<file path="src/occ_pkg.sv">
// Purpose: shared constants and types for the output compare channel
// Assumes: 32-bit APB data, one register per aligned word, 16-bit registers
// Notes:   fault vectors are ordered {C, B, A}, so index 0 is fault A
package occ_pkg;

   // register byte offsets
   localparam logic [11:0] OCC_CON1_OFS  = 12'h000;
   localparam logic [11:0] OCC_CON2_OFS  = 12'h004;
   localparam logic [11:0] OCC_PER_OFS   = 12'h008;
   localparam logic [11:0] OCC_DUTY_OFS  = 12'h00C;
   localparam logic [11:0] OCC_CNT_OFS   = 12'h010;

   // values after reset
   localparam logic [15:0] OCC_CON1_RST  = 16'h0000;
   localparam logic [15:0] OCC_CON2_RST  = 16'h0000;
   localparam logic [15:0] OCC_PER_RST   = 16'hFFFF;
   localparam logic [15:0] OCC_DUTY_RST  = 16'h0000;

   // software-writable bits (status and flag bits are clear-by-zero only)
   localparam logic [15:0] OCC_CON1_WMASK = 16'h1F8F;
   localparam logic [15:0] OCC_CON2_WMASK = 16'hF1BF;
   localparam logic [15:0] OCC_ALL_WMASK  = 16'hFFFF;

   // field positions used by the clear-by-zero logic
   localparam int OCC_FSTAT_POS = 4;
   localparam int OCC_FLAG_POS  = 6;

   // timebase and event source codes
   localparam logic [2:0] OCC_TB_TCY     = 3'h7;
   localparam logic [2:0] OCC_TB_TIMERS  = 3'h5;
   localparam logic [4:0] OCC_SRC_NONE   = 5'h00;

   // instruction clock divider: ref_clk cycles per instruction cycle
   localparam int         OCC_TCY_DIV  = 2;
   localparam logic [3:0] OCC_TCY_LAST = 4'(OCC_TCY_DIV - 1);

   typedef enum logic [2:0] {
      OCC_M_OFF    = 3'h0,
      OCC_M_SET_HI = 3'h1,
      OCC_M_SET_LO = 3'h2,
      OCC_M_TOGGLE = 3'h3,
      OCC_M_PULSE1 = 3'h4,
      OCC_M_PULSEC = 3'h5,
      OCC_M_PWM_E  = 3'h6,
      OCC_M_PWM_C  = 3'h7
   } occ_mode_t;

   // gray path: idle -> wait -> run
   typedef enum logic [1:0] {
      OCC_ST_IDLE = 2'b00,
      OCC_ST_WAIT = 2'b01,
      OCC_ST_RUN  = 2'b11
   } occ_state_t;

   typedef struct packed {
      logic [2:0] rsvd;
      logic [2:0] timebase_select;
      logic [2:0] fault_enable;          // {c, b, a}
      logic [2:0] fault_status;          // {c, b, a}
      logic       trigger_clear_policy;
      occ_mode_t  compare_mode_select;
   } occ_con1_t;

   typedef struct packed {
      logic       fault_latch_select;
      logic       fault_output_level;
      logic       fault_hiz_enable;
      logic       output_invert;
      logic [2:0] rsvd;
      logic       cascade_pair_enable;
      logic       trigger_not_sync_select;
      logic       trigger_armed_flag;
      logic       output_hiz_enable;
      logic [4:0] sync_source_select;
   } occ_con2_t;

endpackage : occ_pkg

</file>
<file path="src/occ_channel.sv">
// Purpose: one output compare channel with APB registers, faults and PWM
// Assumes: all inputs synchronous to ref_clk; timer ticks and events are pulses
// Notes:   instantiate once per channel; pair odd/even channels for 32 bits
//
// The APB register port and the address map were left to the implementer.
`timescale 1ns/1ps

module occ_channel
   import occ_pkg::*;
#(
   parameter int CHAN_NUM = 1,                         // channel number 1..16
   parameter int DW       = 16                         // timer width
) (
   input  wire logic          ref_clk,                 // system clock
   input  wire logic          rst,                     // synchronous reset
   input  wire logic [11:0]   paddr,                   // apb address
   input  wire logic          psel,                    // apb select
   input  wire logic          penable,                 // apb enable
   input  wire logic          pwrite,                  // apb direction
   input  wire logic [31:0]   pwdata,                  // apb write data
   input  wire logic [3:0]    pstrb,                   // apb byte strobes
   output logic      [31:0]   prdata,                  // apb read data
   output logic               pready,                  // apb ready
   output logic               pslverr,                 // apb error
   input  wire logic [4:0]    timer_tick,              // timer one..five ticks
   input  wire logic [31:0]   src_event,               // trigger/sync sources
   input  wire logic          fault_input_a,           // shared fault a
   input  wire logic          fault_input_b,           // shared fault b
   input  wire logic          fault_input_c,           // shared fault c
   input  wire logic          cascade_lo_wrap_in,      // low half wrapped
   input  wire logic          cascade_lo_match_in,     // low half matched
   output logic               cascade_wrap_out,        // this half wrapped
   output logic               cascade_match_out,       // this half matched
   output logic               pin_out,                 // compare pin level
   output logic               pin_oe,                  // compare pin drive
   output logic               dma_req                  // reload request pulse
);

   // merge strobed low lanes of write data into a register under a mask
   function automatic logic [15:0] occ_merge(input logic [15:0] old, input logic [31:0] wd,
                                             input logic [3:0] st, input logic [15:0] msk);
      logic [15:0] n;
      n = {st[1] ? wd[15:8] : old[15:8], st[0] ? wd[7:0] : old[7:0]};
      return (n & msk) | (old & ~msk);
   endfunction : occ_merge

   // timebase pick: timers, instruction clock, or nothing for reserved codes
   function automatic logic occ_tb_pick(input logic [2:0] sel, input logic [4:0] tmr,
                                        input logic instruction_cycle_clock);
      if (sel == OCC_TB_TCY)
         return instruction_cycle_clock;
      else if (sel < OCC_TB_TIMERS)
         return tmr[sel];
      else
         return 1'b0;
   endfunction : occ_tb_pick

   localparam bit HI_HALF_CHAN = (CHAN_NUM % 2) == 0;  // even number is upper half
   localparam bit DMA_CAPABLE  = CHAN_NUM <= 4;

   logic [15:0]   con1_reg;
   logic [15:0]   con2_reg;
   logic [2:0]    fstat_reg;
   logic          flag_reg;
   logic [DW-1:0] per_buf_reg;
   logic [DW-1:0] duty_buf_reg;
   logic [DW-1:0] per_act_reg;
   logic [DW-1:0] duty_act_reg;
   logic [DW-1:0] cnt_reg;
   logic [3:0]    div_reg;
   occ_state_t    state_reg;
   logic          level_reg;
   logic          done_reg;
   logic          pin_out_reg;
   logic          pin_oe_reg;
   logic          dma_reg;
   logic [31:0]   prdata_reg;

   occ_con1_t     c1;
   occ_con2_t     c2;
   logic          wr;
   logic          wr_con1;
   logic          wr_con2;
   logic          wr_per;
   logic          wr_duty;
   logic          mapped;
   logic          tcy_en;
   logic          hi_half;
   logic          tick;
   logic          run;
   logic          trig_mode;
   logic          evt_sel;
   logic          wrap;
   logic          hit;
   logic          at_per;
   logic [2:0]    fin;
   logic [2:0]    fhit;
   logic          fault_act;
   logic [DW-1:0] ctr_lo;
   logic          in_win;

   // register views; status and flag live in their own flops
   assign c1 = occ_con1_t'({con1_reg[15:7], fstat_reg, con1_reg[3:0]});
   assign c2 = occ_con2_t'({con2_reg[15:7], flag_reg, con2_reg[5:0]});

   // apb decode: zero wait states, error on unmapped offsets
   assign mapped  = (paddr == OCC_CON1_OFS) || (paddr == OCC_CON2_OFS) || (paddr == OCC_PER_OFS) ||
                    (paddr == OCC_DUTY_OFS) || (paddr == OCC_CNT_OFS);
   assign wr      = psel && penable && pwrite;
   assign wr_con1 = wr && (paddr == OCC_CON1_OFS);
   assign wr_con2 = wr && (paddr == OCC_CON2_OFS);
   assign wr_per  = wr && (paddr == OCC_PER_OFS);
   assign wr_duty = wr && (paddr == OCC_DUTY_OFS);
   assign pready  = 1'b1;
   assign pslverr = psel && penable && !mapped;
   assign prdata  = prdata_reg;

   // read data captured in the setup phase
   always_ff @(posedge ref_clk) begin
      if (rst)
         prdata_reg <= 32'h0000_0000;
      else if (psel && !penable) begin
         case (paddr)
            OCC_CON1_OFS: prdata_reg <= {16'h0000, c1};
            OCC_CON2_OFS: prdata_reg <= {16'h0000, c2};
            OCC_PER_OFS:  prdata_reg <= 32'(per_buf_reg);
            OCC_DUTY_OFS: prdata_reg <= 32'(duty_buf_reg);
            OCC_CNT_OFS:  prdata_reg <= 32'(cnt_reg);
            default:      prdata_reg <= 32'h0000_0000;
         endcase
      end
   end

   // control registers and buffered compare values
   always_ff @(posedge ref_clk) begin
      if (rst) begin
         con1_reg     <= OCC_CON1_RST;
         con2_reg     <= OCC_CON2_RST;
         per_buf_reg  <= DW'(OCC_PER_RST);
         duty_buf_reg <= DW'(OCC_DUTY_RST);
      end else begin
         if (wr_con1)
            con1_reg <= occ_merge(con1_reg, pwdata, pstrb, OCC_CON1_WMASK);
         if (wr_con2)
            con2_reg <= occ_merge(con2_reg, pwdata, pstrb, OCC_CON2_WMASK);
         if (wr_per)
            per_buf_reg <= DW'(occ_merge(16'(per_buf_reg), pwdata, pstrb, OCC_ALL_WMASK));
         if (wr_duty)
            duty_buf_reg <= DW'(occ_merge(16'(duty_buf_reg), pwdata, pstrb, OCC_ALL_WMASK));
      end
   end

   // instruction clock enable from the divider
   always_ff @(posedge ref_clk) begin
      if (rst)
         div_reg <= 4'h0;
      else if (div_reg == OCC_TCY_LAST)
         div_reg <= 4'h0;
      else
         div_reg <= div_reg + 4'h1;
   end
   assign tcy_en = (div_reg == OCC_TCY_LAST);

   // timebase, cascade gating, source select and compare events
   assign hi_half   = c2.cascade_pair_enable && HI_HALF_CHAN;
   assign tick      = occ_tb_pick(c1.timebase_select, timer_tick, tcy_en) &&
                      (!hi_half || cascade_lo_wrap_in);
   assign trig_mode = c2.trigger_not_sync_select;
   assign evt_sel   = (c2.sync_source_select != OCC_SRC_NONE) && src_event[c2.sync_source_select];
   assign run       = (state_reg == OCC_ST_RUN) && !done_reg;
   assign at_per    = (cnt_reg == per_act_reg);
   assign wrap      = run && tick && at_per;
   assign hit       = run && tick && (cnt_reg == duty_act_reg) &&
                      (!hi_half || cascade_lo_match_in);
   assign cascade_wrap_out  = wrap;
   assign cascade_match_out = run && tick && (cnt_reg == duty_act_reg);

   // trigger sequencing: idle, waiting for trigger, running
   always_ff @(posedge ref_clk) begin
      if (rst)
         state_reg <= OCC_ST_IDLE;
      else begin
         case (state_reg)
            OCC_ST_IDLE: if (c1.compare_mode_select != OCC_M_OFF)
                            state_reg <= trig_mode ? OCC_ST_WAIT : OCC_ST_RUN;
            OCC_ST_WAIT: if (c1.compare_mode_select == OCC_M_OFF)
                            state_reg <= OCC_ST_IDLE;
                         else if (!trig_mode)
                            state_reg <= OCC_ST_RUN;
                         else if (evt_sel)
                            state_reg <= OCC_ST_RUN;
            OCC_ST_RUN:  if (c1.compare_mode_select == OCC_M_OFF)
                            state_reg <= OCC_ST_IDLE;
                         else if (trig_mode && !flag_reg)
                            state_reg <= OCC_ST_WAIT;
            default:     state_reg <= OCC_ST_IDLE;
         endcase
      end
   end

   // trigger flag: set wins; cleared by software zero or at period end
   always_ff @(posedge ref_clk) begin
      if (rst)
         flag_reg <= 1'b0;
      else if (state_reg == OCC_ST_WAIT && trig_mode && evt_sel)
         flag_reg <= 1'b1;
      else if (wr_con2 && pstrb[0] && !pwdata[OCC_FLAG_POS])
         flag_reg <= 1'b0;
      else if (c1.trigger_clear_policy && wrap)
         flag_reg <= 1'b0;
   end

   // timer: held at zero unless running, reset by sync, restart at period
   always_ff @(posedge ref_clk) begin
      if (rst)
         cnt_reg <= '0;
      else if (!run)
         cnt_reg <= '0;
      else if (!trig_mode && evt_sel)
         cnt_reg <= '0;
      else if (tick)
         cnt_reg <= at_per ? '0 : DW'(cnt_reg + 1'b1);
   end

   // active compare values: copied from buffers outside the run state or at wrap
   always_ff @(posedge ref_clk) begin
      if (rst) begin
         per_act_reg  <= DW'(OCC_PER_RST);
         duty_act_reg <= DW'(OCC_DUTY_RST);
      end else if (state_reg != OCC_ST_RUN || wrap) begin
         per_act_reg  <= per_buf_reg;
         duty_act_reg <= duty_buf_reg;
      end
   end

   // single pulse mode stops after its first period
   always_ff @(posedge ref_clk) begin
      if (rst)
         done_reg <= 1'b0;
      else if (state_reg != OCC_ST_RUN)
         done_reg <= 1'b0;
      else if (wrap && c1.compare_mode_select == OCC_M_PULSE1)
         done_reg <= 1'b1;
   end

   // center-aligned window around the middle of the period
   assign ctr_lo = DW'((per_act_reg - duty_act_reg) >> 1);
   assign in_win = (cnt_reg >= ctr_lo) &&
                   ({1'b0, cnt_reg} < ({1'b0, ctr_lo} + {1'b0, duty_act_reg}));

   // compare output level per mode
   always_ff @(posedge ref_clk) begin
      if (rst)
         level_reg <= 1'b0;
      else if (state_reg != OCC_ST_RUN)
         level_reg <= (c1.compare_mode_select == OCC_M_SET_LO);
      else begin
         case (c1.compare_mode_select)
            OCC_M_SET_HI: if (hit) level_reg <= 1'b1;
            OCC_M_SET_LO: if (hit) level_reg <= 1'b0;
            OCC_M_TOGGLE: if (hit) level_reg <= !level_reg;
            OCC_M_PULSE1,
            OCC_M_PULSEC: if (wrap)
                             level_reg <= 1'b0;
                          else if (hit)
                             level_reg <= 1'b1;
            OCC_M_PWM_E:  if (wrap)
                             level_reg <= (duty_buf_reg != '0);
                          else if (hit)
                             level_reg <= 1'b0;
            OCC_M_PWM_C:  level_reg <= in_win;
            default:      level_reg <= 1'b0;
         endcase
      end
   end

   // fault detection against the shared inputs
   assign fin       = {fault_input_c, fault_input_b, fault_input_a};
   assign fhit      = fin & c1.fault_enable;
   assign fault_act = (|fstat_reg) || (|fhit);

   // fault status: set wins; latched clears by software zero, else at wrap
   always_ff @(posedge ref_clk) begin
      if (rst)
         fstat_reg <= 3'b000;
      else begin
         for (int i = 0; i < 3; i++) begin
            if (fhit[i])
               fstat_reg[i] <= 1'b1;
            else if (c2.fault_latch_select) begin
               if (wr_con1 && pstrb[0] && !pwdata[OCC_FSTAT_POS + i])
                  fstat_reg[i] <= 1'b0;
            end else if (wrap || state_reg != OCC_ST_RUN)
               fstat_reg[i] <= 1'b0;
         end
      end
   end

   // pin drive: fault override, polarity and tri-state
   always_ff @(posedge ref_clk) begin
      if (rst) begin
         pin_out_reg <= 1'b0;
         pin_oe_reg  <= 1'b0;
      end else begin
         pin_out_reg <= fault_act ? c2.fault_output_level
                                  : (level_reg ^ c2.output_invert);
         pin_oe_reg  <= !c2.output_hiz_enable &&
                        !(fault_act && c2.fault_hiz_enable);
      end
   end
   assign pin_out = pin_out_reg;
   assign pin_oe  = pin_oe_reg;

   // reload request at each period end on dma-capable channels
   always_ff @(posedge ref_clk) begin
      if (rst)
         dma_reg <= 1'b0;
      else
         dma_reg <= DMA_CAPABLE && wrap;
   end
   assign dma_req = dma_reg;
endmodule : occ_channel

</file>
<file path="config.mk">
export PLATFORM = sky130hd
export DESIGN_NAME = occ_channel
export DESIGN_NICKNAME = d
export VERILOG_FILES = /design/src/occ_pkg.sv /design/src/occ_channel.sv
export SDC_FILE = /design/constraint.sdc
export NUM_CORES = 1
export LEC_CHECK = 0
export BUFFER_PORTS_ARGS = -buffer_cell sky130_fd_sc_hd__buf_2
export CORE_ASPECT_RATIO = 0.5
export CORE_MARGIN = 2
export CORE_UTILIZATION = 35
export DETAILED_ROUTE_END_ITERATION = 8
export PLACE_DENSITY_LB_ADDON = 0.15
export SLEW_MARGIN = 20
export SYNTH_ARGS = -nofsm -noshare
export SYNTH_HDL_FRONTEND = slang
export SYNTH_SLANG_ARGS = --single-unit
</file>
<file path="constraint.sdc">
create_clock -name ref_clk -period 5 [get_ports ref_clk]
set_input_delay 1 -clock ref_clk [delete_from_list [all_inputs] [get_ports ref_clk]]
set_output_delay 1 -clock ref_clk [all_outputs]
set_load 0.03 [all_outputs]
</file>
==> results_dict.tcl <==
set metrics [dict create \
    numCtsBuffers 17 \
    seq_power_share_pct 44.1 \
    postPlaceCellArea_mm2 0.00947 \
    clk_pin_slew_worst_paths_ps 60 \
    synthTopCellsByCount "dfxtp_1 (133), nand2_1 (105), nor2_1 (89)" \
    rsz0062_at_grt "true" \
    clock_latency_ps 430 \
    synth_most_common_cell "dfxtp_1" \
    synth.ff_latch_count 133 \
    grt_pass1_vias 7185 \
    gp_congestion 0.846 \
    reg2reg_slack_ps 220 \
    drc_errors 0 \
    area_growth_pct 19.1 \
    ir_worst_vdd_uv 222 \
    avgRoutedWirePerCell_um 17.7 \
    period_minus_slack_ps 4780 \
    finalCritPeriodShare_pct 95.6 \
    dieHeight_um 115 \
    netlist.area_leader.share_pct 31.1 \
    design.core.area_mm2 0.0240 \
    tightest_slew_ps 995 \
    critPathMaxFanout 3 \
    io-pin-count 134 \
    cts_tree "done" \
    cp-start-kind "flop" \
    cp-end-kind "flop" \
    synth_cells 1004 \
    max_freq_mhz 209 \
    num_vias 7564 \
    ant_nets 0 \
    combPwrFrac_pct 5.5 \
    min_path_cells 2 \
    grt_start_max_net_pins 82 \
    clkPwrFrac_pct 50.4 \
    synthFlopType "dfxtp_1" \
    dp.cells 1401 \
    synth_edf_count 0 \
    cp.arrival_ps 5120 \
    die_w_um 225 \
    hold_class "reg -> reg" \
    crit_required_ps 5340 \
    drt-initial-drc-count 561 \
    grt_use_total_pct 20.1 \
    synth_top_area_cell "dfxtp_1" \
    critPathKind "reg -> reg" \
    rows 40 \
    drv_slew 0 \
    routed_wl_um 25500 \
    intPower_mw 1.86 \
    ys.warnings.count 0 \
    power.density_cell_area_mw_per_mm2 239 \
    design_area_mm2 0.0102 \
    viasPerCell 5.27 \
    synth_area_leaders "dfxtp_1 (31%), ha_1 (9.5%), xnor2_1 (5.6%)" \
    swShare_pct 23.5 \
    drtPass1Iterations 6 \
    hold_viol_final 0 \
    antenna_found_initial 1 \
    async_flop_share_pct 0 \
    fill_cells 2435 \
    drive_gt1_share_pct 21.3 \
    ys_seq_area_share_pct 31.1 \
    clock-root-buffer "clkbuf_16" \
    setup_viol 0 \
    p_sw_mw 0.572 \
    avgSynthCellArea_um2 8.53 \
    reg2reg_depth 23 \
    diodes 0 \
    finalNonFillerCells 1435 \
    slew-limit-headroom_pct 33.5 \
    cts_max_path_buffers 2 \
    grt_remaining_overflow 0 \
    dp_hpwl_um 19800 \
    fin_skew_ps 10.8 \
    status "complete, no violations" \
    leakagePower_nw 4.23 \
    netlist_area_mm2 0.00856 \
    tns_ps 0 \
    htree_levels 4 \
    ys_types 66 \
    finalNetCount 1269 \
    die-area_mm2 0.0258 \
    drv_cap 0 \
    start_util_pct 35.6 \
    portBuffers 95 \
    cts_sinks 133 \
    grt_pass1_wl_um 39800 \
]
[path summary, 6_finish.rpt]
path	from	to
hold reg to reg	prdata[11]	prdata[11]
hold / removal	prdata[11]	prdata[11]
setup reg to reg	per_act_reg[0]	level_reg
setup / recovery	per_act_reg[0]	level_reg
[kinds of logic (layout without fill, tap and decap cells)]
kind of cell	after synthesis	in the layout	share of synthesized area (%)
AOI/OAI and AO/OA	186	186	14.7
xor gates and xnor gates	75	75	7.67
adders and majority gates	67	67	9.97
buffers and inverters	112	213	5.88
DFF	133	133	31.1
muxes	65	65	9.38
other	2	17	0.0877
and+or+nand+nor	364	364	21.2
[stage by stage]
stage / setup WS [ps] / util (%) / total power [mW] / hold WS (ps)
final: 219 / 42.4 / 2.43 / 481
after global routing: -54.2 / 42.4 / 2.51 / 507
after CTS: 21.4 / 42.1 / 2.46 / 488
after detailed placement: -154 / 39.4 / 1.23 / 475
after global placement: -116 / 39.4 / 1.23 / 463
after floorplan: 425 / - / 1.19 / 415
[what timing repair did]
action,in CTS,in global routing
endpoints found under the hold margin,0,0
endpoints found under the setup margin,1,1
gates resized for setup,14,20
cloned,0,0
setup buffers,1,1
hold buffers,0,0
pin swaps,14,29
[power by group through the flow]
stage          combinational (mW)  sequential [mW]  clock (mW)
2_1_floorplan              0.0795             1.11           0
3_3_place_gp                0.134             1.10           0
3_5_place_dp                0.135             1.10           0
4_1_cts                     0.135             1.07        1.25
6_report                    0.135             1.07        1.23
5_1_grt                     0.146             1.07        1.29
[layout make-up]
type / count / area (µm²) / share of cell area (%)
sequential: 133 / 2670 / 26.1
tap: 315 / 394 / 3.87
clock buffer: 20 / 447 / 4.38
clock inverter: 12 / 131 / 1.29
timing repair buffer: 141 / 823 / 8.07
multi-input combinational: 774 / 5590 / 54.8
inverter: 40 / 150 / 1.47
[worst max-delay path, cell delays in order, from the launching register on]
cell,delay (ps)
dfxtp_1,310
nand2b_4,150
fa_2,360
a21o_1,210
a21oi_2,180
o21bai_1,90
a21oi_1,190
xnor2_1,180
ha_1,280
or2_4,230
o31a_1,130
a31o_4,230
a21o_1,180
a21oi_2,140
xor2_1,80
ha_2,180
a21oi_2,140
o21ai_2,90
a2111oi_2,330
a21oi_1,160
nor4_1,210
a21oi_1,80
a211o_1,350
a41oi_2,200
[metal layers]
| layer | wire length, µm | vias to the layer above | GRT usage (%) |
|---|---|---|---|
| met5 | 7 | - | 0 |
| met4 | 368 | 2 | 5.65 |
| met3 | 1140 | 25 | 2.64 |
| met2 | 10600 | 195 | 30.2 |
| met1 | 13300 | 3591 | 29.9 |
| li1 | - | 3751 | - |
[cells in the final DEF (no fill, tap or decap), drive strengths merged, types with 18 or more instances in the layout]
master and n:
ha 65, xor2 20, o21ai 23, nand4 18, xnor2 55, inv 40, nand2 105, nor2b 25
clkbuf 20, dfxtp 133, nor2 100, mux2i 42, nor3 35, buf 141, a21oi 64, a211o 18
Note: power is estimated with default switching activity, not from simulation.
